===== src/rtl/imp_pkg.sv =====
package imp_pkg;
	localparam int ADDR_W = 12;
	localparam int BYTE_W = 8;
	localparam int LEVEL_N = 16;
	localparam int EDGE_N = 8;
	localparam int SRC_N = 24;
	localparam int SRC_ID_W = 5;
	// device register map, one byte per address
	localparam logic [11:0] LEVEL_MASK_LOW = 12'h640;
	localparam logic [11:0] LEVEL_MASK_HIGH = 12'h641;
	localparam logic [11:0] EDGE_MASK = 12'h642;
	localparam logic [11:0] GLOBAL_IRQ_CONTROL = 12'h643;
	localparam logic [11:0] PRIORITY_BYTE_ZERO = 12'h644;
	localparam logic [11:0] PRIORITY_BYTE_ONE = 12'h645;
	localparam logic [11:0] PRIORITY_BYTE_TWO = 12'h646;
	localparam logic [11:0] PENDING_FLAGS_ZERO = 12'h648;
	localparam logic [11:0] PENDING_FLAGS_ONE = 12'h649;
	localparam logic [11:0] PENDING_FLAGS_TWO = 12'h64a;
	// implemented source bits; reserved positions read zero
	localparam logic [7:0] LEVEL_LOW_IMPL = 8'hf7;
	localparam logic [7:0] LEVEL_HIGH_IMPL = 8'he0;
	localparam logic [7:0] EDGE_IMPL = 8'h7c;
	localparam logic [7:0] MODE_IMPL = 8'h01;
	localparam int GLOBAL_EN_BIT = 0;
	localparam logic [7:0] BYTE_RESET = 8'h00;
	// source positions in the 24-bit flag word
	localparam int SRC_TIMER_ZERO = 0;
	localparam int SRC_TIMER_ONE = 1;
	localparam int SRC_TIMER_TWO = 2;
	localparam int SRC_DMA = 4;
	localparam int SRC_DATA_FIFO = 5;
	localparam int SRC_SERIAL = 6;
	localparam int SRC_HOST_CMD = 7;
	localparam int SRC_BASEBAND = 13;
	localparam int SRC_PWM = 14;
	localparam int SRC_PUBKEY = 15;
	localparam int SRC_PIN_EVENT = 18;
	localparam int SRC_SLOW_TIMER_WAKEUP = 19;
	localparam int SRC_SYSTEM_TIMER = 20;
	localparam int SRC_ROUTED_PIN_LO = 21;
	localparam int SRC_ROUTED_PIN_HI = 22;
	// controller-side apb registers
	localparam logic [7:0] APB_CMD_ADDR = 8'h00;
	localparam logic [7:0] APB_CMD_WDATA = 8'h04;
	localparam logic [7:0] APB_CMD_CTRL = 8'h08;
	localparam logic [7:0] APB_STATUS = 8'h0c;
	localparam logic [7:0] APB_RDATA = 8'h10;
	localparam int CTRL_GO_BIT = 0;
	localparam int CTRL_WRITE_BIT = 1;
	localparam int STAT_BUSY_BIT = 0;
	localparam int STAT_IRQ_BIT = 1;
	localparam int STAT_HIGH_BIT = 2;
	localparam int STAT_SRC_LSB = 8;
	typedef enum logic [1:0] {HS_IDLE, HS_ISSUE, HS_WAIT} imp_host_state_t;
endpackage


===== src/rtl/imp_link_if.sv =====
`timescale 1ns/1ps
interface imp_link_if;
	logic reg_sel;
	logic reg_wr;
	logic [11:0] reg_addr;
	logic [7:0] reg_wdata;
	logic [7:0] reg_rdata;
	logic reg_ack;
	logic irq_req;
	logic irq_high;
	logic [4:0] irq_src;
	modport dev (input reg_sel, reg_wr, reg_addr, reg_wdata,
		output reg_rdata, reg_ack, irq_req, irq_high, irq_src);
	modport cpu (output reg_sel, reg_wr, reg_addr, reg_wdata,
		input reg_rdata, reg_ack, irq_req, irq_high, irq_src);
endinterface


===== src/rtl/imp_edge_flag.sv =====
`timescale 1ns/1ps
module imp_edge_flag (
	input wire logic sys_clk,
	input wire logic nrst,
	input wire logic req_in,
	input wire logic clear,
	output logic flag
);
	logic req_prev;

	always_ff @(posedge sys_clk or negedge nrst) begin
		if (!nrst) begin
			req_prev <= 1'b0;
		end else begin
			req_prev <= req_in;
		end
	end

	// a new edge in the clearing cycle keeps the flag set
	always_ff @(posedge sys_clk or negedge nrst) begin
		if (!nrst) begin
			flag <= 1'b0;
		end else if (req_in && !req_prev) begin
			flag <= 1'b1;
		end else if (clear) begin
			flag <= 1'b0;
		end
	end
endmodule // imp_edge_flag


===== src/rtl/imp_irq_device.sv =====
`timescale 1ns/1ps
module imp_irq_device (
	input wire logic sys_clk,
	input wire logic nrst,
	imp_link_if.dev link,
	input wire logic [15:0] level_req,
	input wire logic [7:0] edge_req
);
	logic [7:0] level_mask_low;
	logic [7:0] level_mask_high;
	logic [7:0] edge_mask;
	logic [7:0] global_irq_control;
	logic [7:0] priority_byte_zero;
	logic [7:0] priority_byte_one;
	logic [7:0] priority_byte_two;
	logic [15:0] level_flag;
	logic [7:0] edge_flag;
	logic [7:0] edge_clear;
	logic [7:0] edge_in;
	logic [23:0] flag_word;
	logic [23:0] mask_word;
	logic [23:0] prio_word;
	logic [23:0] pending;
	logic [23:0] pending_high;
	logic wr_hit;
	logic next_irq_req;
	logic next_irq_high;
	logic [4:0] next_irq_src;
	logic [4:0] low_src;
	logic [4:0] high_src;
	logic [7:0] next_rdata;

	// the host pulses reg_sel once per access, so a write lands exactly once
	assign wr_hit = link.reg_sel && link.reg_wr;

	// software writes: masks, mode and priority; reserved bits never stored
	always_ff @(posedge sys_clk or negedge nrst) begin
		if (!nrst) begin
			level_mask_low <= imp_pkg::BYTE_RESET;
			level_mask_high <= imp_pkg::BYTE_RESET;
			edge_mask <= imp_pkg::BYTE_RESET;
			global_irq_control <= imp_pkg::BYTE_RESET;
			priority_byte_zero <= imp_pkg::BYTE_RESET;
			priority_byte_one <= imp_pkg::BYTE_RESET;
			priority_byte_two <= imp_pkg::BYTE_RESET;
		end else if (wr_hit) begin
			// flag bytes fall through here: level flags belong to their source modules
			if (link.reg_addr == imp_pkg::LEVEL_MASK_LOW) begin
				level_mask_low <= link.reg_wdata & imp_pkg::LEVEL_LOW_IMPL;
			end else if (link.reg_addr == imp_pkg::LEVEL_MASK_HIGH) begin
				level_mask_high <= link.reg_wdata & imp_pkg::LEVEL_HIGH_IMPL;
			end else if (link.reg_addr == imp_pkg::EDGE_MASK) begin
				edge_mask <= link.reg_wdata & imp_pkg::EDGE_IMPL;
			end else if (link.reg_addr == imp_pkg::GLOBAL_IRQ_CONTROL) begin
				global_irq_control <= link.reg_wdata & imp_pkg::MODE_IMPL;
			end else if (link.reg_addr == imp_pkg::PRIORITY_BYTE_ZERO) begin
				priority_byte_zero <= link.reg_wdata & imp_pkg::LEVEL_LOW_IMPL;
			end else if (link.reg_addr == imp_pkg::PRIORITY_BYTE_ONE) begin
				priority_byte_one <= link.reg_wdata & imp_pkg::LEVEL_HIGH_IMPL;
			end else if (link.reg_addr == imp_pkg::PRIORITY_BYTE_TWO) begin
				priority_byte_two <= link.reg_wdata & imp_pkg::EDGE_IMPL;
			end
		end
	end

	// level flags mirror the source; only the source module can drop them
	always_ff @(posedge sys_clk or negedge nrst) begin
		if (!nrst) begin
			level_flag <= {imp_pkg::BYTE_RESET, imp_pkg::BYTE_RESET};
		end else begin
			level_flag <= level_req & {imp_pkg::LEVEL_HIGH_IMPL, imp_pkg::LEVEL_LOW_IMPL};
		end
	end

	// write-one-to-clear on the edge byte; other bytes of the flag word ignore writes
	always_comb begin
		edge_clear = imp_pkg::BYTE_RESET;
		if (wr_hit && link.reg_addr == imp_pkg::PENDING_FLAGS_TWO) begin
			edge_clear = link.reg_wdata;
		end
	end

	// reserved edge inputs are tied off so they can never raise a stray flag
	assign edge_in = edge_req & imp_pkg::EDGE_IMPL;

	// one detector per edge lane; reserved lanes are built but only ever see zero
	genvar gi;
	generate
		for (gi = 0; gi < imp_pkg::EDGE_N; gi++) begin : g_edge
			imp_edge_flag u_flag (
				.sys_clk(sys_clk),
				.nrst(nrst),
				.req_in(edge_in[gi]),
				.clear(edge_clear[gi]),
				.flag(edge_flag[gi])
			);
		end
	endgenerate

	// word order: byte zero at bits 7..0, edge byte at bits 23..16
	assign flag_word = {edge_flag, level_flag};
	assign mask_word = {edge_mask, level_mask_high, level_mask_low};
	assign prio_word = {priority_byte_two, priority_byte_one, priority_byte_zero};
	// flags are set whatever the mask; the mask only gates the request
	assign pending = flag_word & mask_word;
	assign pending_high = pending & prio_word;

	// lowest-numbered source wins inside a priority class
	always_comb begin
		low_src = '0;
		high_src = '0;
		for (int i = imp_pkg::SRC_N - 1; i >= 0; i--) begin
			if (pending[i]) begin
				low_src = i[4:0];
			end
			if (pending_high[i]) begin
				high_src = i[4:0];
			end
		end
	end

	// a high-priority source overrides any low-priority one, whatever its index
	always_comb begin
		next_irq_high = |pending_high;
		next_irq_req = global_irq_control[imp_pkg::GLOBAL_EN_BIT] && (|pending);
		if (next_irq_high) begin
			next_irq_src = high_src;
		end else begin
			next_irq_src = low_src;
		end
	end

	// irq_src reads zero with no request, so the host never sees a stale index
	always_ff @(posedge sys_clk or negedge nrst) begin
		if (!nrst) begin
			link.irq_req <= 1'b0;
			link.irq_high <= 1'b0;
			link.irq_src <= '0;
		end else begin
			link.irq_req <= next_irq_req;
			link.irq_high <= next_irq_req && next_irq_high;
			link.irq_src <= next_irq_req ? next_irq_src : '0;
		end
	end

	// read decode; unmapped addresses read zero
	always_comb begin
		next_rdata = imp_pkg::BYTE_RESET;
		if (link.reg_addr == imp_pkg::LEVEL_MASK_LOW) begin
			next_rdata = level_mask_low;
		end else if (link.reg_addr == imp_pkg::LEVEL_MASK_HIGH) begin
			next_rdata = level_mask_high;
		end else if (link.reg_addr == imp_pkg::EDGE_MASK) begin
			next_rdata = edge_mask;
		end else if (link.reg_addr == imp_pkg::GLOBAL_IRQ_CONTROL) begin
			next_rdata = global_irq_control;
		end else if (link.reg_addr == imp_pkg::PRIORITY_BYTE_ZERO) begin
			next_rdata = priority_byte_zero;
		end else if (link.reg_addr == imp_pkg::PRIORITY_BYTE_ONE) begin
			next_rdata = priority_byte_one;
		end else if (link.reg_addr == imp_pkg::PRIORITY_BYTE_TWO) begin
			next_rdata = priority_byte_two;
		// flag bytes are read as they stand, so a dropped level source reads zero one cycle later, once level_flag has registered it
		end else if (link.reg_addr == imp_pkg::PENDING_FLAGS_ZERO) begin
			next_rdata = flag_word[7:0];
		end else if (link.reg_addr == imp_pkg::PENDING_FLAGS_ONE) begin
			next_rdata = flag_word[15:8];
		end else if (link.reg_addr == imp_pkg::PENDING_FLAGS_TWO) begin
			next_rdata = flag_word[23:16];
		end
	end

	// every access is answered exactly one cycle after its select
	always_ff @(posedge sys_clk or negedge nrst) begin
		if (!nrst) begin
			link.reg_ack <= 1'b0;
		end else begin
			link.reg_ack <= link.reg_sel;
		end
	end

	// read data is latched at the select edge and held, so the host may take it late
	always_ff @(posedge sys_clk or negedge nrst) begin
		if (!nrst) begin
			link.reg_rdata <= imp_pkg::BYTE_RESET;
		end else if (link.reg_sel && !link.reg_wr) begin
			link.reg_rdata <= next_rdata;
		end
	end
endmodule // imp_irq_device


===== src/flat_wrapper.sv =====
// flat-port wrapper written by rule: the top's interface ports become plain ports
module imp_irq_device_flat 
  (sys_clk, nrst, level_req, edge_req, link_reg_sel, link_reg_wr, link_reg_addr, link_reg_wdata, link_reg_rdata, link_reg_ack, link_irq_req, link_irq_high, link_irq_src);
  imp_link_if link_i ();
  input wire logic sys_clk;
  input wire logic nrst;
  input wire logic [15:0] level_req;
  input wire logic [7:0] edge_req;
  input wire logic [$bits(link_i.reg_sel)-1:0] link_reg_sel;
  input wire logic [$bits(link_i.reg_wr)-1:0] link_reg_wr;
  input wire logic [$bits(link_i.reg_addr)-1:0] link_reg_addr;
  input wire logic [$bits(link_i.reg_wdata)-1:0] link_reg_wdata;
  output wire logic [$bits(link_i.reg_rdata)-1:0] link_reg_rdata;
  output wire logic [$bits(link_i.reg_ack)-1:0] link_reg_ack;
  output wire logic [$bits(link_i.irq_req)-1:0] link_irq_req;
  output wire logic [$bits(link_i.irq_high)-1:0] link_irq_high;
  output wire logic [$bits(link_i.irq_src)-1:0] link_irq_src;
  assign link_i.reg_sel = link_reg_sel;
  assign link_i.reg_wr = link_reg_wr;
  assign link_i.reg_addr = link_reg_addr;
  assign link_i.reg_wdata = link_reg_wdata;
  assign link_reg_rdata = link_i.reg_rdata;
  assign link_reg_ack = link_i.reg_ack;
  assign link_irq_req = link_i.irq_req;
  assign link_irq_high = link_i.irq_high;
  assign link_irq_src = link_i.irq_src;
  imp_irq_device u_core (.sys_clk(sys_clk), .nrst(nrst), .link(link_i), .level_req(level_req), .edge_req(edge_req));
endmodule

===== config.mk =====
export PLATFORM = sky130hd
export DESIGN_NAME = imp_irq_device_flat
export DESIGN_NICKNAME = d
export VERILOG_FILES = /design/src/rtl/imp_pkg.sv /design/src/rtl/imp_link_if.sv /design/src/rtl/imp_edge_flag.sv /design/src/rtl/imp_irq_device.sv /design/src/flat_wrapper.sv
export SDC_FILE = /design/constraint.sdc
export NUM_CORES = 1
export LEC_CHECK = 0
export ABC_CLOCK_PERIOD_IN_PS = 1800
export BUFFER_PORTS_ARGS = -buffer_cell sky130_fd_sc_hd__buf_4
export CAP_MARGIN = 10
export CORE_MARGIN = 2
export CORE_UTILIZATION = 25
export CTS_BUF_LIST = sky130_fd_sc_hd__clkbuf_16
export CTS_CLUSTER_SIZE = 12
export DETAILED_ROUTE_END_ITERATION = 16
export MAX_ROUTING_LAYER = met4
export SETUP_SLACK_MARGIN = 0.2
export SYNTH_ARGS = -nofsm -noshare
export SYNTH_HDL_FRONTEND = slang
export SYNTH_SLANG_ARGS = --single-unit

===== constraint.sdc =====
create_clock -name sys_clk -period 1.8 [get_ports sys_clk]
set_input_delay 0 -clock sys_clk [delete_from_list [all_inputs] [get_ports sys_clk]]
set_output_delay 0 -clock sys_clk [all_outputs]
set_load 0.05 [all_outputs]

==> impl_summary.txt, run 1 <==
----------------------------------------------------
[Floorplanning]
  Die Y ... 121.1 microns
  Die W ... 121.1 microns
  Die area ... 14670 sq um
  Ports placed on the boundary ... 64
  Core box area ... 13300 sq um
  Initial Utilization ... 25.79%
  Cell row count ... 42

[STA]
  Hold Vio Cnt, Final ... 0
  Rel. slew slack ... 67.94%
  Worst Clk Skew ... 0.009058 ns
  Setup repair after global routing missed its margin ... true
  Worst-Margin Slew ... 0.4799 ns
  Minimum setup slack in the final design ... 0.1157 ns
  Share of the cycle needed by the critical path after routing ... 93.57%
  Period minus WS final ... 1.684 ns
  Final setup violating endpoints ... 0
  Final count of pins violating max slew ... 0
  Achievable clock frequency ... 593.7 MHz

[Logic synthesis]
  Leading area contributor after synthesis ... dfrtp_1
  Synthesized net count ... 370
  Post-synthesis mux area share ... 11.97%
  Sequential-to-total area share from yosys stat ... 48.91%
  Largest family of logic cells by synthesized area ... simple AND/OR/NAND/NOR gates
  Top cells by area, synth ... dfrtp_1 (49%), mux2_2 (11%), nand3_1 (3.2%), nand2_1 (3.1%), a22o_1 (2.3%)
  Primary flip-flop cell chosen by synthesis mapping ... dfrtp_1
  Total standard cell area after synthesis ... 3428 sq um
  Basic-gate share of the synthesized area counting and, or, nand and nor cells ... 20.07%
  Synthesized-area fraction occupied by xor and xnor cells ... 0%
  Proportion of netlist area held by the largest area contributor ... 48.91%
  Avg Cell Area, Syn ... 10.65 sq um
  Yosys warning count ... 0
  Synthesized instance count ... 322
  Fraction of synthesis flops using an asynchronous set or reset pin ... 100.0%
  Post-synth EDFFs ... 0
  Post-synthesis adder-cell area fraction ... 0%
  Share of the synthesized area in compound gates (AO/OA/AOI/OAI) ... 16.61%
  Cell variety after synth ... 56
  Flops & latches, synth ... 67

[Setup path]
  Critical Path AT ... 1.89 ns
  Crit start category ... flop
  Critical-path maximum fanout ... 5
  Type of the setup path with the least slack ... reg2reg
  Endpoint required time on the critical path ... 2.01 ns
  Endpoint kind of the worst setup timing path ... flop

[Global routing]
  Number of global-route vias before repair ... 3219
  Initial antenna violation count ... 0
  Remaining global-route overflow ... 0
  Wire length of the first global-routing pass ... 18.00 mm
  Largest net degree at the start of global routing ... 68
  GR Util All Layers ... 16.53%

[Pwr]
  Int Pwr ... 2.760 mW
  Share of power burned in the clock network ... 47.5%
  Switching Power ... 872.5 uW
  Power per cell area ... 727.2 nW/um^2
  Switching portion of total power ... 24.02%
  Sequential fraction of design power ... 43.0%
  Peak ir drop on the vdd network ... 0.0006068 V
  Static leakage power ... 2.255 nW
  Share of total power in combinational logic ... 9.5%

[Placement]
  Global placer's final weighted congestion ... 0.9924
  Placed Cells ... 582
  Worst slack at placement ... -0.1260 ns
  Final HPWL DP ... 8.381 mm
  Placed cell area ... 4360 sq um
  Number of input and output port buffers inserted ... 54

[Route]
  Number of DRC markers after the initial detailed-route iteration ... 347
  Remaining DRCs ... 0
  Total wirelength of the detailed-routed design ... 11.15 mm
  Length of the first detailed-routing pass in iterations ... 5
  Mean number of vias per cell ... 5.088
  Final antenna-violating net count ... 0
  Routed via count ... 3180
  Mean routed wirelength per cell ... 17.84 microns

[Finish]
  Layout cells sized above 1 ... 37.42%
  Post-route cell area ... 4995 sq um
  Filler cells ... 1315
  Area Growth Syn to Fin ... 45.69%
  Total Nets Final ... 492
  Commonest non-fill, non-tap cell in the layout ... buf_4
  Antenna fix cells ... 0
  Final non-filler cell total ... 625
  Leading cell types in the layout, fill and taps excluded ... buf_4 (94), dfrtp_1 (66), nand2_1 (27)

[Clock tree]
  Number of CTS-inserted buffers ... 9
  Reg clk slew, reported paths ... 0.06 ns
  CTS tree ... done
  Root buffer cell ... clkbuf_16
  Number of buffers on the longest clock path ... 2
  Number of levels in the clock H-tree ... 3
  Clock Sinks ... 67
  Clock insertion delay at the later pin of the skew report ... 0.33 ns

[Worst hold path]
  Path type of the worst min-delay path ... in2reg

[Flow run]
  Number of max-capacitance violations reported ... 0

[Status]
  Outcome ... complete, no violations

----------------------------------------------------
## layer usage
| layer | global-route usage, % | vias up | share of wire, % |
|---|---|---|---|
| met5 | - | - | 0 |
| met2 | 25.32 | 144 | 47 |
| met3 | 3.665 | 19 | 7.9 |
| met4 | 5.233 | 0 | 1.5 |
| li1 | - | 1472 | - |
| met1 | 21.83 | 1545 | 44 |
## registers in the layout (all words and copies together), names as in the netlist
register,count
u_core.link.irq_req,1
u_core.priority_byte_one,3
u_core.g_edge.u_flag.req_prev,5
u_core.priority_byte_zero,7
u_core.g_edge.u_flag.flag,5
u_core.level_flag,10
u_core.link.reg_rdata,8
u_core.link.irq_high,1
u_core.level_mask_low,7
u_core.edge_mask,5
u_core.level_mask_high,3
u_core.link.reg_ack,1
u_core.global_irq_control,1
u_core.priority_byte_two,5
u_core.link.irq_src,5
## cell usage after synthesis, types with 5 or more instances
| cell type | number |
|---|---|
| a21oi_1 | 10 |
| a22o_1 | 9 |
| a22oi_1 | 10 |
| and3_1 | 7 |
| clkbuf_1 | 5 |
| dfrtp_1 | 67 |
| inv_1 | 9 |
| mux2_2 | 32 |
| mux2i_1 | 5 |
| nand2_1 | 28 |
| nand2b_1 | 7 |
| nand3_1 | 22 |
| nand4_1 | 8 |
| nor2_1 | 14 |
| nor2b_1 | 7 |
| nor3_1 | 8 |
| o21ai_0 | 12 |
## power by group through the flow
stage,logic [mW],clock network (mW),registers [mW]
floorplan,0.0762,0,1.62
global placement,0.300,0,1.59
detailed placement,0.303,0,1.59
CTS,0.349,1.76,1.56
global route,0.374,1.83,1.56
finish,0.347,1.72,1.56
## stage by stage
stage | util (%) | total power, mW | setup TNS, ns | hold WS, ns
final | 37.57 | 3.632 | 0 | 0.06615
after global routing | 37.57 | 3.769 | 0 | 0.08642
after CTS | 37.50 | 3.672 | 0 | 0.05431
after detailed placement | 32.80 | 1.890 | -2.437 | 0.03884
after global placement | 32.80 | 1.887 | -1.754 | 0.02904
after floorplan | - | 1.700 | -0.3358 | -0.2956
## worst paths after layout
| path | end | slack, ns | cells after the start | start |
|---|---|---|---|---|
| worst min-delay path | u_core.link.reg_rdata[0] | 0.07 | 3 | link_reg_addr[0] |
| worst max-delay path | u_core.link.irq_src[0] | 0.12 | 6 | u_core.level_flag[13] |
| max in group asynchronous | u_core.global_irq_control[0] | 1.29 | 3 | nrst |
| worst min register to register | u_core.link.reg_rdata[3] | 0.48 | 2 | u_core.link.reg_rdata[3] |
| min in group asynchronous | u_core.g_edge[6].u_flag.req_prev | 0.21 | 3 | nrst |
| worst max register to register | u_core.link.irq_src[0] | 0.12 | 6 | u_core.level_flag[13] |
## layout make-up
class	count	area, sq um	share of cell area, %
tap	176	220.2	4.409
timing repair buffer	121	987.2	19.76
multi-input combinational	236	1783	35.70
sequential	67	1678	33.59
clock inverter	7	67.56	1.353
clock buffer	9	225.2	4.509
inverter	9	33.78	0.6764
## cells by family after synthesis
group           count (synthesis)
mux                            37
simple gates                  121
buf+inv                        19
flops                          67
compound gates                 78
## critical path, stage by stage, from the launching register on
cell	delay (ns)
dfrtp_1	0.39
a222oi_1	0.41
and3_1	0.25
nand2_2	0.11
o21ai_4	0.21
buf_6	0.15
a21oi_1	0.04
## what timing repair did
action                                 CTS  global route
setup endpoints to repair                7            18
pin swaps                                7             3
gates resized for setup                 15             5
endpoints found under the hold margin  112             0
setup buffers                            2             0
hold buffers                            25             0
Power figures use the tool's default switching activity.
==> run 2: changes to the inputs <==
--- a/config.mk
+++ b/config.mk
@@ -6,13 +6,13 @@
 export NUM_CORES = 1
 export LEC_CHECK = 0
 export ABC_CLOCK_PERIOD_IN_PS = 1800
-export BUFFER_PORTS_ARGS = -buffer_cell sky130_fd_sc_hd__buf_4
 export CAP_MARGIN = 10
 export CORE_MARGIN = 2
 export CORE_UTILIZATION = 25
 export CTS_BUF_LIST = sky130_fd_sc_hd__clkbuf_16
 export CTS_CLUSTER_SIZE = 12
 export DETAILED_ROUTE_END_ITERATION = 16
+export DONT_BUFFER_PORTS = 1
 export MAX_ROUTING_LAYER = met4
 export SETUP_SLACK_MARGIN = 0.2
 export SYNTH_ARGS = -nofsm -noshare
==> run 2 against run 1 <==
Against the previous run:
- sequential share of layout area increased by 1.9 points
- setup slack improved by 0.030 ns
- combinational power decreased by 21%
- sequential power about the same
- cell count decreased by 7.0%
- first-iteration DRC count increased by 14%
- via count decreased by 2.0%
- clock-buffer cell count unchanged
- largest power group unchanged
- sequential cell count unchanged
- clock skew decreased by 0.00054 ns
- critical path type unchanged
- largest cell class unchanged
==> impl_summary.txt, run 2 (same netlist as run 1, synthesis figures left out) <==
----------------------------------------------------
[Placement]
  Worst slack at placement ... -0.1090 ns (+0.01701 ns)
  Placed Cells ... 524 (-10%)
  Final HPWL DP ... 8.267 mm (-1.4%)
  Global placer's final weighted congestion ... 0.9466 (-4.6%)
  Number of input and output port buffers inserted ... 0 (-100%)
  Placed cell area ... 3925 sq um (-10%)

[Finish]
  Antenna fix cells ... 0 (unchanged)
  Total Nets Final ... 449 (-8.7%)
  Share of the core filled with cells in the final layout ... 35.57% (-2.0 points)
  Area used by multi-input combinational logic ... 1818 sq um (+2.0%)
  Register with the most flip-flops ... u_core.level_flag
  Layout cells sized above 1 ... 29.88% (-7.5 points)
  Largest registers ... u_core.level_flag (10), u_core.link.reg_rdata (8)
  FF+latch area ... 1679 sq um (about the same)
  Commonest non-fill, non-tap cell in the layout ... dfrtp_1
  Filler cells ... 1343 (+2.1%)
  Largest register FFs ... 10 (unchanged)
  Post-route cell area ... 4730 sq um (-5.3%)
  Final non-filler cell total ... 581 (-7.0%)
  Area Growth Syn to Fin ... 37.96%
  Leading cell types in the layout, fill and taps excluded ... dfrtp_1 (65), buf_4 (44), dlygate4sd3_1 (30)

[Floorplanning]
  Initial Utilization ... 25.79% (unchanged)
  Die W ... 121.1 microns (unchanged)
  Ports placed on the boundary ... 64 (unchanged)
  Cell row count ... 42 (unchanged)
  Die Y ... 121.1 microns (unchanged)
  Die area ... 14670 sq um (unchanged)
  Core box area ... 13300 sq um (unchanged)

[Clock tree]
  Clock Sinks ... 67 (unchanged)
  Reg clk slew, reported paths ... 0.06 ns (about the same)
  Root buffer cell ... clkbuf_16
  CTS tree ... done
  Clock insertion delay at the later pin of the skew report ... 0.34 ns (about the same)
  Number of buffers on the longest clock path ... 2 (unchanged)
  Number of levels in the clock H-tree ... 3 (unchanged)
  Number of CTS-inserted buffers ... 9 (unchanged)

[Route]
  Total wirelength of the detailed-routed design ... 11.59 mm (+3.9%)
  Final antenna-violating net count ... 0 (unchanged)
  Mean routed wirelength per cell ... 19.95 microns (+12%)
  Remaining DRCs ... 0 (unchanged)
  Mean number of vias per cell ... 5.365 (+5.4%)
  Routed via count ... 3117 (-2.0%)
  Number of DRC markers after the initial detailed-route iteration ... 395 (+14%)
  Length of the first detailed-routing pass in iterations ... 5 (unchanged)

[STA]
  Final count of pins violating max slew ... 0 (unchanged)
  Worst-Margin Slew ... 0.5207 ns (+0.04080 ns)
  Hold Vio Cnt, Final ... 0 (unchanged)
  Period minus WS final ... 1.655 ns (-0.02971 ns)
  Worst hold slack ... 0.03272 ns (-0.03343 ns)
  Share of the cycle needed by the critical path after routing ... 91.92% (-1.7 points)
  Worst Clk Skew ... 0.008520 ns (-0.0005378 ns)
  Minimum setup slack in the final design ... 0.1454 ns (+0.02971 ns)
  Total Negative Setup Slacks ... 0 ns (unchanged)
  Rel. slew slack ... 65.22% (-2.7 points)
  Achievable clock frequency ... 604.4 MHz (+1.8%)
  Final setup violating endpoints ... 0 (unchanged)
  Setup repair after global routing missed its margin ... true

[Global routing]
  Initial antenna violation count ... 0 (unchanged)
  Remaining global-route overflow ... 0 (unchanged)
  Largest net degree at the start of global routing ... 68 (unchanged)
  Number of global-route vias before repair ... 3105 (-3.5%)
  GR Util All Layers ... 16.96% (+0.43 points)
  Wire length of the first global-routing pass ... 18.05 mm (+0.27%)

[Pwr]
  Overall power after layout ... 3.507 mW (-3.5%)
  Static leakage power ... 2.071 nW (-8.2%)
  Power per cell area ... 741.5 nW/um^2 (+2.0%)
  Peak ir drop on the vdd network ... 0.0005157 V (-15%)

[Setup path]
  Critical Path AT ... 1.92 ns (+0.03 ns)
  Endpoint kind of the worst setup timing path ... flop
  Crit start category ... flop
  Type of the setup path with the least slack ... reg2reg
  Endpoint required time on the critical path ... 2.06 ns (+0.05 ns)
  Critical-path maximum fanout ... 5 (unchanged)
  R2R Setup Slk ... 0.15 ns (+0.03 ns)

[Flow run]
  Number of max-capacitance violations reported ... 0 (unchanged)

[Status]
  Outcome ... complete, no violations

[Worst hold path]
  Path type of the worst min-delay path ... in2reg

----------------------------------------------------
## run 2: area by class of cell
| type | instances | area share (%) |
|---|---|---|
| flip-flops and latches | 67 | 35.50 |
| clock buffers | 9 | 4.762 |
| repair buffers | 78 | 14.84 |
| clock inverters | 6 | 1.085 |
| multi-input cells | 236 | 38.44 |
| well taps | 176 | 4.656 |
| inverters | 9 | 0.7143 |
## run 2: per-layer routing
metal	vias up	GRT usage, %	wire length, microns
met5	-	-	0
met4	0	7.776	308
met3	26	4.793	1038
met2	172	23.81	5182
met1	1529	22.61	5064
li1	1390	-	-
## run 2: critical path: stages, from the launching register on
cell,delay [ns]
dfrtp_1,0.39
buf_4,0.17
nand3_2,0.12
nand4_1,0.18
buf_4,0.20
nor3_4,0.22
nand4_1,0.14
a21oi_2,0.16
## run 2: worst paths after layout
| kind | end | startpoint | cells after the start |
|---|---|---|---|
| max | u_core.link.irq_src[0] | u_core.level_flag[5] | 7 |
| min | u_core.link.reg_rdata[6] | link_reg_addr[0] | 3 |
| max reg2reg | u_core.link.irq_src[0] | u_core.level_flag[5] | 7 |
| min reg2reg | u_core.link.reg_rdata[1] | u_core.link.reg_rdata[1] | 2 |
| max in group asynchronous | u_core.level_mask_low[5] | nrst | 2 |
| min in group asynchronous | u_core.edge_mask[5] | nrst | 2 |
## run 2: where the power goes
part | switching, mW | internal, mW
clock network | 0.625 | 1.04
logic | 0.160 | 0.114
registers | 0.0272 | 1.54
## run 2: what timing repair did
| item | CTS | global route |
|---|---|---|
| hold buffers | 32 | 0 |
| setup endpoints to repair | 7 | 8 |
| gates resized for setup | 14 | 14 |
| pin swaps | 6 | 11 |
| gates cloned | 0 | 0 |
| setup buffers | 5 | 5 |
| hold endpoints to repair | 126 | 0 |
